===== src/verilog/sso_pkg.sv =====
package sso_pkg;

  // register byte offsets
  localparam logic [7:0] SSO_CTRL_OFS     = 8'h00;
  localparam logic [7:0] SSO_THRESH_OFS   = 8'h04;
  localparam logic [7:0] SSO_LIMCFG_OFS   = 8'h08;
  localparam logic [7:0] SSO_ASSIGN_OFS   = 8'h0C;
  localparam logic [7:0] SSO_STATUS_OFS   = 8'h10;
  localparam logic [7:0] SSO_IRQSTAT_OFS  = 8'h14;
  localparam logic [7:0] SSO_IRQCLR_OFS   = 8'h18;
  localparam logic [7:0] SSO_IRQEN_OFS    = 8'h1C;

  // control register fields
  localparam int SSO_CTRL_CLEAR_BIT   = 0;
  localparam int SSO_CTRL_RESTART_BIT = 1;
  localparam int SSO_CTRL_MODE_LSB    = 4;
  localparam int SSO_MODE_W           = 4;

  // mode combinations that use contact speed, then the reset mode
  localparam logic [3:0] SSO_MODE_CONTACT_A = 4'h4;
  localparam logic [3:0] SSO_MODE_CONTACT_B = 4'h5;
  localparam logic [3:0] SSO_MODE_CONTACT_C = 4'h6;
  localparam logic [3:0] SSO_MODE_RST       = 4'h0;

  // speed threshold in rpm
  localparam int         SSO_SPEED_W       = 12;
  localparam logic [11:0] SSO_THRESH_MAX   = 12'hBB8; // 3000
  localparam logic [11:0] SSO_THRESH_RST   = 12'h014; // 20

  // limit config, one bit per decimal digit
  localparam logic [3:0] SSO_LIMCFG_RST    = 4'h0;
  localparam int         SSO_LIM_FWD_BIT   = 1;
  localparam int         SSO_LIM_REV_BIT   = 2;

  // output assignment: one nibble per terminal
  localparam int          SSO_TERMS        = 3;
  localparam logic [11:0] SSO_ASSIGN_RST   = 12'h210;
  localparam logic [3:0]  SSO_SEL_ROTATE   = 4'h1;
  localparam logic [3:0]  SSO_SEL_READY    = 4'h2;
  localparam logic [3:0]  SSO_SEL_INDEX    = 4'h5;
  localparam logic [3:0]  SSO_SEL_OVERTRV  = 4'h6;
  localparam logic [3:0]  SSO_SEL_EXCITE   = 4'h7;

  // synchronised pin inputs, all active low at the pin
  typedef struct packed {
    logic fwdTorqueLimitN;
    logic revTorqueLimitN;
    logic faultClearN;
    logic fwdProhibitN;
    logic revProhibitN;
    logic servoOnN;
    logic indexPosN;
  } sso_pins_t;

  localparam sso_pins_t SSO_PINS_IDLE = 7'h7F;

  // internal status, active high; also the interrupt layout
  typedef struct packed {
    logic contactSwitch;
    logic excited;
    logic overtravel;
    logic ready;
    logic rotating;
    logic fault;
  } sso_status_t;

  localparam int SSO_STAT_W = 6;

endpackage


===== src/verilog/sso_sequence_outputs.sv =====
// Our own choices: the register addresses and register access over APB.
`timescale 1ns/1ps
`default_nettype none
module sso_sequence_outputs
  import sso_pkg::*;
(
  input  wire logic                   clock,
  input  wire logic                   resetn,
  // apb slave
  input  wire logic                   psel,
  input  wire logic                   penable,
  input  wire logic                   pwrite,
  input  wire logic [7:0]             paddr,
  input  wire logic [31:0]            pwdata,
  output var  logic [31:0]            prdata,
  output var  logic                   pready,
  output var  logic                   pslverr,
  // sequence pins, active low
  input  wire logic                   fwdTorqueLimitInN,
  input  wire logic                   revTorqueLimitInN,
  input  wire logic                   faultClearInN,
  input  wire logic                   fwdProhibitInN,
  input  wire logic                   revProhibitInN,
  input  wire logic                   servoOnInN,
  input  wire logic                   indexPositionInN,
  // drive internals, same clock
  input  wire logic                   faultDetect,
  input  wire logic [SSO_SPEED_W-1:0] motorSpeed,
  input  wire logic                   prepDone,
  input  wire logic                   mainPowerOk,
  input  wire logic                   motorExcited,
  // outputs
  output var  logic                   faultOut,
  output var  logic                   rotationDetectOutN,
  output var  logic                   readyOutN,
  output var  logic                   indexPulseOutN,
  output var  logic                   overtravelOutN,
  output var  logic                   excitationOutN,
  output var  logic [SSO_TERMS-1:0]   termOutN,
  output var  logic                   contactModeSwitch,
  output var  logic                   irq
);

  sso_pins_t   pinMeta_r;
  sso_pins_t   pin_r;
  sso_status_t stat;
  sso_status_t statPrev_r;
  sso_status_t irqStat_r;
  sso_status_t irqEn_r;
  sso_status_t irqSet;

  logic                    faultLatch_r;
  logic                    rotating_r;
  logic                    ready_r;
  logic                    overtravel_r;
  logic                    excited_r;
  logic                    contact_r;
  logic [SSO_MODE_W-1:0]   modeSel_r;
  logic [SSO_SPEED_W-1:0]  thresh_r;
  logic [3:0]              limCfgPend_r;
  logic [3:0]              limCfgAct_r;
  logic [4*SSO_TERMS-1:0]  assign_r;
  logic                    panelClear_r;
  logic                    restart_r;

  logic                    wrEn;
  logic                    rdSetup;
  logic                    addrOk;
  logic                    clearReq;
  logic                    fwdProhibit;
  logic                    revProhibit;
  logic                    modeIsContact;
  logic [SSO_SPEED_W-1:0]  wrThresh;
  logic [31:0]             rdData;

  // two-stage synchroniser; first stage feeds only the second
  always_ff @(posedge clock or negedge resetn) begin
    if (!resetn) begin
      pinMeta_r <= SSO_PINS_IDLE;
      pin_r     <= SSO_PINS_IDLE;
    end else begin
      pinMeta_r <= {fwdTorqueLimitInN, revTorqueLimitInN, faultClearInN,
                    fwdProhibitInN, revProhibitInN, servoOnInN,
                    indexPositionInN};
      pin_r     <= pinMeta_r;
    end
  end

  // apb decode: zero wait states, every access finishes in one access cycle
  always_comb begin
    addrOk = (paddr[1:0] == 2'b00) && (paddr <= SSO_IRQEN_OFS);
  end
  assign pready  = 1'b1;
  assign pslverr = psel && penable && !addrOk;
  assign wrEn    = psel && penable && pwrite && addrOk;
  assign rdSetup = psel && !penable && !pwrite;

  // clamp oversize threshold writes to the top of the range
  always_comb begin
    if (pwdata[31:SSO_SPEED_W] != 20'h00000 ||
        pwdata[SSO_SPEED_W-1:0] > SSO_THRESH_MAX) begin
      wrThresh = SSO_THRESH_MAX;
    end else begin
      wrThresh = pwdata[SSO_SPEED_W-1:0];
    end
  end

  // configuration registers
  always_ff @(posedge clock or negedge resetn) begin
    if (!resetn) begin
      modeSel_r    <= SSO_MODE_RST;
      thresh_r     <= SSO_THRESH_RST;
      limCfgPend_r <= SSO_LIMCFG_RST;
      assign_r     <= SSO_ASSIGN_RST;
    end else if (wrEn) begin
      unique case (paddr)
        SSO_CTRL_OFS: begin
          modeSel_r <= pwdata[SSO_CTRL_MODE_LSB +: SSO_MODE_W];
        end
        SSO_THRESH_OFS: begin
          thresh_r <= wrThresh;
        end
        SSO_LIMCFG_OFS: begin
          limCfgPend_r <= pwdata[3:0];
        end
        SSO_ASSIGN_OFS: begin
          assign_r <= pwdata[4*SSO_TERMS-1:0];
        end
        default: begin
        end
      endcase
    end
  end

  // one-cycle command pulses from the control register
  always_ff @(posedge clock or negedge resetn) begin
    if (!resetn) begin
      panelClear_r <= 1'b0;
      restart_r    <= 1'b0;
    end else begin
      panelClear_r <= wrEn && (paddr == SSO_CTRL_OFS) && pwdata[SSO_CTRL_CLEAR_BIT];
      restart_r    <= wrEn && (paddr == SSO_CTRL_OFS) && pwdata[SSO_CTRL_RESTART_BIT];
    end
  end

  // limit config only takes hold on a restart, whether or not the motor is moving
  always_ff @(posedge clock or negedge resetn) begin
    if (!resetn) begin
      limCfgAct_r <= SSO_LIMCFG_RST;
    end else if (restart_r) begin
      limCfgAct_r <= limCfgPend_r;
    end
  end

  // fault latch; a live fault beats any clear request
  assign clearReq = !pin_r.faultClearN || panelClear_r || restart_r;
  always_ff @(posedge clock or negedge resetn) begin
    if (!resetn) begin
      faultLatch_r <= 1'b0;
    end else if (faultDetect) begin
      faultLatch_r <= 1'b1;
    end else if (clearReq) begin
      faultLatch_r <= 1'b0;
    end
  end

  // prohibit inputs, masked by the active limit config
  assign fwdProhibit = !pin_r.fwdProhibitN && !limCfgAct_r[SSO_LIM_FWD_BIT];
  assign revProhibit = !pin_r.revProhibitN && !limCfgAct_r[SSO_LIM_REV_BIT];

  always_comb begin
    modeIsContact = (modeSel_r == SSO_MODE_CONTACT_A) ||
                    (modeSel_r == SSO_MODE_CONTACT_B) ||
                    (modeSel_r == SSO_MODE_CONTACT_C);
  end

  // rotation flag; a new threshold counts from the next cycle
  always_ff @(posedge clock or negedge resetn) begin
    if (!resetn) begin
      rotating_r <= 1'b0;
    end else begin
      rotating_r <= motorSpeed > thresh_r;
    end
  end

  // ready flag; a latched fault or lost power drops it on the next cycle
  always_ff @(posedge clock or negedge resetn) begin
    if (!resetn) begin
      ready_r <= 1'b0;
    end else begin
      ready_r <= !pin_r.servoOnN && prepDone &&
                 !faultLatch_r && mainPowerOk;
    end
  end

  // overtravel flag, high while an unmasked prohibit is seen
  always_ff @(posedge clock or negedge resetn) begin
    if (!resetn) begin
      overtravel_r <= 1'b0;
    end else begin
      overtravel_r <= fwdProhibit || revProhibit;
    end
  end

  // excitation needs both the command and the power stage
  always_ff @(posedge clock or negedge resetn) begin
    if (!resetn) begin
      excited_r <= 1'b0;
    end else begin
      excited_r <= !pin_r.servoOnN && motorExcited;
    end
  end

  // contact-speed switch; both torque pins must be released
  always_ff @(posedge clock or negedge resetn) begin
    if (!resetn) begin
      contact_r <= 1'b0;
    end else begin
      contact_r <= modeIsContact && pin_r.fwdTorqueLimitN &&
                   pin_r.revTorqueLimitN;
    end
  end

  assign stat = '{contactSwitch: contact_r, excited: excited_r,
                  overtravel: overtravel_r, ready: ready_r,
                  rotating: rotating_r, fault: faultLatch_r};

  // fault pin low in normal running, high while latched
  always_ff @(posedge clock or negedge resetn) begin
    if (!resetn) begin
      faultOut <= 1'b0;
    end else begin
      faultOut <= faultLatch_r;
    end
  end

  // rotation pin, low while turning faster than the threshold
  always_ff @(posedge clock or negedge resetn) begin
    if (!resetn) begin
      rotationDetectOutN <= 1'b1;
    end else begin
      rotationDetectOutN <= !rotating_r;
    end
  end

  // ready pin, low only when every condition is met
  always_ff @(posedge clock or negedge resetn) begin
    if (!resetn) begin
      readyOutN <= 1'b1;
    end else begin
      readyOutN <= !ready_r;
    end
  end

  // index pin; width follows the time spent at the mark
  always_ff @(posedge clock or negedge resetn) begin
    if (!resetn) begin
      indexPulseOutN <= 1'b1;
    end else begin
      indexPulseOutN <= pin_r.indexPosN;
    end
  end

  // overtravel pin, high while travel is blocked
  always_ff @(posedge clock or negedge resetn) begin
    if (!resetn) begin
      overtravelOutN <= 1'b0;
    end else begin
      overtravelOutN <= overtravel_r;
    end
  end

  // excitation pin, low while enabled and excited
  always_ff @(posedge clock or negedge resetn) begin
    if (!resetn) begin
      excitationOutN <= 1'b1;
    end else begin
      excitationOutN <= !excited_r;
    end
  end

  // mode switch request towards the control loops
  always_ff @(posedge clock or negedge resetn) begin
    if (!resetn) begin
      contactModeSwitch <= 1'b0;
    end else begin
      contactModeSwitch <= contact_r;
    end
  end

  // terminal multiplexer; unmodelled selections rest high
  for (genvar t = 0; t < SSO_TERMS; t++) begin : gTerm
    logic [3:0] sel;
    assign sel = assign_r[4*t +: 4];
    always_ff @(posedge clock or negedge resetn) begin
      if (!resetn) begin
        termOutN[t] <= 1'b1;
      end else begin
        unique case (sel)
          SSO_SEL_ROTATE:  termOutN[t] <= !rotating_r;
          SSO_SEL_READY:   termOutN[t] <= !ready_r;
          SSO_SEL_INDEX:   termOutN[t] <= pin_r.indexPosN;
          SSO_SEL_OVERTRV: termOutN[t] <= overtravel_r;
          SSO_SEL_EXCITE:  termOutN[t] <= !excited_r;
          default:         termOutN[t] <= 1'b1;
        endcase
      end
    end
  end

  // interrupt events are rising edges of the status flags
  assign irqSet = stat & ~statPrev_r;
  always_ff @(posedge clock or negedge resetn) begin
    if (!resetn) begin
      statPrev_r <= '0;
    end else begin
      statPrev_r <= stat;
    end
  end

  // sticky status; a new event wins over a clear in the same cycle
  always_ff @(posedge clock or negedge resetn) begin
    if (!resetn) begin
      irqStat_r <= '0;
    end else if (wrEn && paddr == SSO_IRQCLR_OFS) begin
      irqStat_r <= (irqStat_r & ~pwdata[SSO_STAT_W-1:0]) | irqSet;
    end else begin
      irqStat_r <= irqStat_r | irqSet;
    end
  end

  always_ff @(posedge clock or negedge resetn) begin
    if (!resetn) begin
      irqEn_r <= '0;
    end else if (wrEn && paddr == SSO_IRQEN_OFS) begin
      irqEn_r <= pwdata[SSO_STAT_W-1:0];
    end
  end

  always_ff @(posedge clock or negedge resetn) begin
    if (!resetn) begin
      irq <= 1'b0;
    end else begin
      irq <= |(irqStat_r & irqEn_r);
    end
  end

  // read mux; data is registered during setup for the access cycle
  always_comb begin
    rdData = 32'h0000_0000;
    unique case (paddr)
      SSO_CTRL_OFS: begin
        rdData[SSO_CTRL_MODE_LSB +: SSO_MODE_W] = modeSel_r;
      end
      SSO_THRESH_OFS:  rdData[SSO_SPEED_W-1:0] = thresh_r;
      SSO_LIMCFG_OFS:  rdData[7:0] = {limCfgAct_r, limCfgPend_r};
      SSO_ASSIGN_OFS:  rdData[4*SSO_TERMS-1:0] = assign_r;
      SSO_STATUS_OFS:  rdData[SSO_STAT_W-1:0] = stat;
      SSO_IRQSTAT_OFS: rdData[SSO_STAT_W-1:0] = irqStat_r;
      SSO_IRQEN_OFS:   rdData[SSO_STAT_W-1:0] = irqEn_r;
      default: begin
      end
    endcase
  end

  always_ff @(posedge clock or negedge resetn) begin
    if (!resetn) begin
      prdata <= 32'h0000_0000;
    end else if (rdSetup) begin
      prdata <= rdData;
    end
  end

endmodule
`default_nettype wire

===== config.mk =====
export PLATFORM = sky130hd
export DESIGN_NAME = sso_sequence_outputs
export DESIGN_NICKNAME = d
export VERILOG_FILES = /design/src/verilog/sso_pkg.sv /design/src/verilog/sso_sequence_outputs.sv
export SDC_FILE = /design/constraint.sdc
export NUM_CORES = 1
export LEC_CHECK = 0
export ABC_AREA = 0
export BUFFER_PORTS_ARGS = -buffer_cell sky130_fd_sc_hd__buf_2
export CAP_MARGIN = 0
export CORE_AREA = 2 2 104 106
export CTS_BUF_LIST = sky130_fd_sc_hd__clkbuf_4
export CTS_CLUSTER_DIAMETER = 30
export CTS_CLUSTER_SIZE = 20
export DETAILED_ROUTE_END_ITERATION = 10
export DIE_AREA = 0 0 106 108
export GPL_TIMING_DRIVEN = 0
export PLACE_DENSITY_LB_ADDON = 0.1
export SLEW_MARGIN = 20
export SYNTH_ARGS = -nofsm -noshare
export SYNTH_HDL_FRONTEND = slang
export SYNTH_SLANG_ARGS = --single-unit
export TNS_END_PERCENT = 50

===== constraint.sdc =====
create_clock -name clock -period 1.9 [get_ports clock]
set_input_delay 0.285 -clock clock [delete_from_list [all_inputs] [get_ports clock]]
set_output_delay 0.285 -clock clock [all_outputs]
set_load 0.02 [all_outputs]

Word level (Yosys, flattened, before mapping)
Cells that the tools add are included.
W data, S select, Z words.
Cells by class
  order comparisons: 3
  eq/ne operators: 25
  muxes and demuxes: 11
  bitwise operators: 7
  reductions and logical operators: 48
Operators by type and width (number)
  $eq A4 B3 Y1 const B: 12
  $eq A8 B5 Y1 const B: 4
  $pmux W4 S6: 1
  $logic_and A1 B1 Y1: 20
  $reduce_bool A20 Y1: 1
  $and A6 B6 Y6: 3
  $eq A8 B4 Y1 const B: 2
  $pmux W1 S5: 3
  $pmux W2 S7: 1
  $logic_not A1 Y1: 13
  $eq A4 B1 Y1 const B: 3
  $eq A4 B2 Y1 const B: 3
  $gt A12 B12 Y1: 1
  $gt A12 B12 Y1 const B: 1
  $mux W12: 1
  $not A6 Y6: 2
  $or A6 B6 Y6: 2
  $eq A8 B3 Y1 const B: 1
  $le A8 B5 Y1 const B: 1
  $logic_not A8 Y1: 1
  $pmux W2 S4: 1
  $pmux W4 S2: 1
  $reduce_and A2 Y1: 4
  $logic_or A1 B1 Y1: 6
  other kinds (5): 6
Storage, ports and cells
  register bits after elaboration: 96
  input bits: 68
  output and inout port bits: 45
  logic and storage cells: 148

Logic depth before layout (Yosys ltp)
  word-level depth: 5
  depth in mapped cells: 7
  depth with buffers taken out: 6

Worst setup path after synthesis
No wires, ideal clock.
  path type: in2reg
  from: input paddr[7]
  to: register assign_r[10]
  setup time: 0.125 ns
  arrival time: 2.008 ns
  data required time: 1.775 ns
  path slack: -0.233 ns
  stages: 6
  buffers on the path: 2
  cell sequence: or4_4 -> buf_6 -> or2_4 -> nor4_4 -> buf_6 -> mux2_2
Between the ends
  cells in the longest elaborated chain, start to end: 4
  elaborated cells on any way between the ends: 5
  classes of those cells: order compare (1); eq/ne (1); reduce/logical (3)
RTL lines
  from (decl): RTL line sso_sequence_outputs.sv:13  | input wire logic [7:0] paddr,
  $le A8 B5 Y1: RTL line sso_sequence_outputs.sv:91  | addrOk = (paddr[1:0] == 2'b00) && (paddr <= SSO_IRQEN_OFS);
  $logic_and A1 B1 Y1: RTL line sso_sequence_outputs.sv:91
  $logic_and A1 B1 Y1: RTL line sso_sequence_outputs.sv:95  | assign wrEn = psel && penable && pwrite && addrOk;
  $reduce_and A2 Y1 (no line) (*)
  to (signal assigned): RTL line sso_sequence_outputs.sv:127  | assign_r <= pwdata[4*SSO_TERMS-1:0];
  to (decl): RTL line sso_sequence_outputs.sv:62  | logic [4*SSO_TERMS-1:0] assign_r;
Every way passes the cells marked *; elsewhere a longest branch is shown, timed or not.
A chain may end at the register's enable or synchronous reset.

Worst setup path after layout
  from: input paddr[0]
  to: output pslverr
Between the ends
  cells in the longest elaborated chain, start to end: 4
  elaborated cells on any way between the ends: 5
  classes of those cells: order compare (1); reduce/logical (4)
RTL lines
  $le A8 B5 Y1 / $logic_not A2 Y1 (equally long branches): RTL line sso_sequence_outputs.sv:91
  $logic_and A1 B1 Y1 (*): RTL line sso_sequence_outputs.sv:91
  $logic_not A1 Y1 (*): RTL line sso_sequence_outputs.sv:94  | assign pslverr = psel && penable && !addrOk;
  $logic_and A1 B1 Y1 (*): RTL line sso_sequence_outputs.sv:94
  to (decl): RTL line sso_sequence_outputs.sv:17  | output var logic pslverr,
Marks and branches as above.

==> impl_metrics.json <==
{
  "status": "finished clean",
  "syn_area_um2": 4540,
  "whs_ps": 39.4,
  "power_density_nw_per_um2": 670,
  "grt-ovfl-total": 0,
  "tightest_slew_ps": 952,
  "synth_cell_type_count": 53,
  "clkTransAtPathRegs_ps": 140,
  "reg2reg_from": "excited_r",
  "grt_setup_unrepaired": "no",
  "antenna_found_initial": 0,
  "final_nets": 595,
  "start_util_pct": 44.4,
  "fp.dieArea_um2": 11400,
  "gp_congestion": 0.863,
  "synthArstFlopShare_pct": 100,
  "hold_end": "ready_r",
  "dp_hpwl_mm": 8.73,
  "syn2layout_area_growth_pct": 21.8,
  "postRouteAntennaNets": 0,
  "synth_cells": 383,
  "num_vias": 3408,
  "reg2regPathDepth": 4,
  "clock_path_buffers": 2,
  "rows": 37,
  "fin_util_pct": 54.0,
  "grt_pass1_wl_mm": 18.4,
  "ctsRootBufferMaster": "clkbuf_4",
  "hold_viol": 0,
  "cts_tree": "done",
  "wl_per_cell_um": 17.6,
  "max_freq_mhz": 536,
  "start_kind": "primary input",
  "min_period_ps": 1870,
  "clk_latency_ps": 460,
  "worst-r2r-setup-slack_ps": 370,
  "die_h_um": 108,
  "hold_depth": 3,
  "path_class": "in2out",
  "track_usage_pct": 21.5,
  "yosysSeqAreaShare_pct": 53.6,
  "port_buffers": 90,
  "grt_max_degree": 60,
  "yosysWarnings": 0,
  "cp_max_fo": 8,
  "synth-edff-count": 0,
  "synth_ff_type": "dfrtp_1",
  "core_area_um2": 10200,
  "hold_path_class": "in2reg",
  "first_global_vias": 3389,
  "clock_skew_ps": 19.5,
  "critPathRequiredTime_ps": 1620,
  "die_x_um": 106,
  "critPathCaptureType": "output port",
  "synth-seq-cells": 96,
  "clock_sinks": 96,
  "irDropWorstVdd_mv": 0.525,
  "path_cells": "buf_2, or4_4, or2_4, and3_1, buf_6",
  "vias_per_cell": 5.20,
  "maxSlewHeadroom_pct": 36.0,
  "htreeDepth": 3,
  "fin_crit_sh_pct": 98.2,
  "finalMaxSlewViolations": 0,
  "worstReg2RegEnd": "prdata[4]",
  "hp-start": "prepDone",
  "fin_setup_tns_ps": 0,
  "crit_slowest_cell": "or4_4",
  "cts-buffers-inserted": 9,
  "critPathArrivalTime_ps": 1580,
  "setup_violations": 0,
  "drt_iter0_drc": 144,
  "drcViolationCount": 0,
  "power_leakage_uw": 0.00268,
  "finalNonFillerCells": 656,
  "synth.avg_cell_area_um2": 11.8,
  "drt_pass1_iterations": 5,
  "postRouteWirelength_mm": 11.5,
  "antenna_cells": 0,
  "placed_cells": 630,
  "pin_count": 113,
  "drive_gt1_share_pct": 41.3,
  "max_stage_delay_ps": 590,
  "maxCapViolCount": 0
}
sequential cells by signal, summed over array words and instances, names as in the netlist, 3 cells and up:
register and count:
prdata 12, assign_r 12, limCfgAct_r 4, modeSel_r 4
pinMeta_r 7, irqEn_r 6, limCfgPend_r 4, irqStat_r 6
termOutN 3, pin_r 7, statPrev_r 6, thresh_r 12
layer usage:
metal	part of all wire (%)	global-route usage (%)	up-vias	wire length, µm
li1	-	-	1624	-
met4	1.1	5.26	0	122
met3	5.4	4.28	9	625
met5	0	0	-	0
met1	45	29.5	1677	5140
met2	49	35.5	98	5640
final cells by class:
cell class              count  area [µm²]
fillers                   927        4710
inverters                  20        75.1
well taps                 136         170
clock inverters             6        67.6
plain buffers              34         224
clock buffers              10        75.1
multi-input cells         251        1880
repair buffers            103         601
flip-flops and latches     96        2430
Yosys cell counts (6+ instances only):
library cell,count,share of area [%]
dfrtp_1,71,39
mux2_2,37,9.2
nand2_1,28,2.3
dfstp_2,25,14
nor2_1,25,2.1
buf_4,21,3.5
inv_1,20,1.7
ha_1,12,3.3
clkbuf_1,11,0.91
nor4_1,11,1.5
a221oi_1,10,1.9
a22oi_1,9,1.5
a21oi_1,8,0.88
nand4_1,8,1.1
a21o_1,7,1.2
mux2i_1,6,1.3
how the worst max path moves through the flow:
stage,start,end,slack [ps]
3_5_place_dp,paddr[7],assign_r[10],-490
2_1_floorplan,paddr[7],assign_r[10],-230
5_1_grt,paddr[0],pslverr,6
6_report,paddr[0],pslverr,30
4_1_cts,paddr[7],pslverr,9
3_3_place_gp,paddr[4],irqStat_r[3],-930
critical path: cells and delay by family:
| family | cells | cell delay (ps) |
|---|---|---|
| and+or+nand+nor | 3 | 1070 |
| buffers and inverters | 2 | 220 |
per-stage QoR:
stage               cell area (µm²)  power (µW)  worst slack (ps)
global route                   5530        3890              5.94
floorplan                      4610        2400              -232
finish                         5530        3700              34.3
detailed placement             5280        2620              -493
global placement               5230        2600              -931
CTS                            5510        3760              9.37
where the power goes:
part	switching, µW	internal (µW)
Sequential	41.0	2110
Combinational	249	187
Clock	689	421
Total	979	2720
cell families after synthesis:
| logic type | synth area share [%] |
|---|---|
| AOI/OAI and AO/OA | 10.9 |
| and+or+nand+nor | 12.7 |
| buffers and inverters | 6.78 |
| adders and majority gates | 3.31 |
| other | 0.165 |
| DFF | 53.6 |
| muxes | 12.5 |
timing repair:
item                                    CTS  global route
endpoints found under the hold margin    43             0
endpoints found under the setup margin    1             6
gates resized for setup                   0             2
buffers inserted                          1             1
pin swaps                                 1             2
hold buffers                              9             0
cell usage in the layout (no fill, tap or decap), drive strengths merged, types with 6 or more instances in the layout:
cell type,n
buf,117
dfrtp,71
mux2,37
nand2,28
nor2,25
dfstp,25
conb,21
inv,21
clkbuf,21
nor4,13
ha,12
a221oi,10
a22oi,9
dlygate4sd3,9
a21oi,8
nand4,8
a21o,7
mux2i,6
No activity file was read; power rests on OpenSTA's default activity.
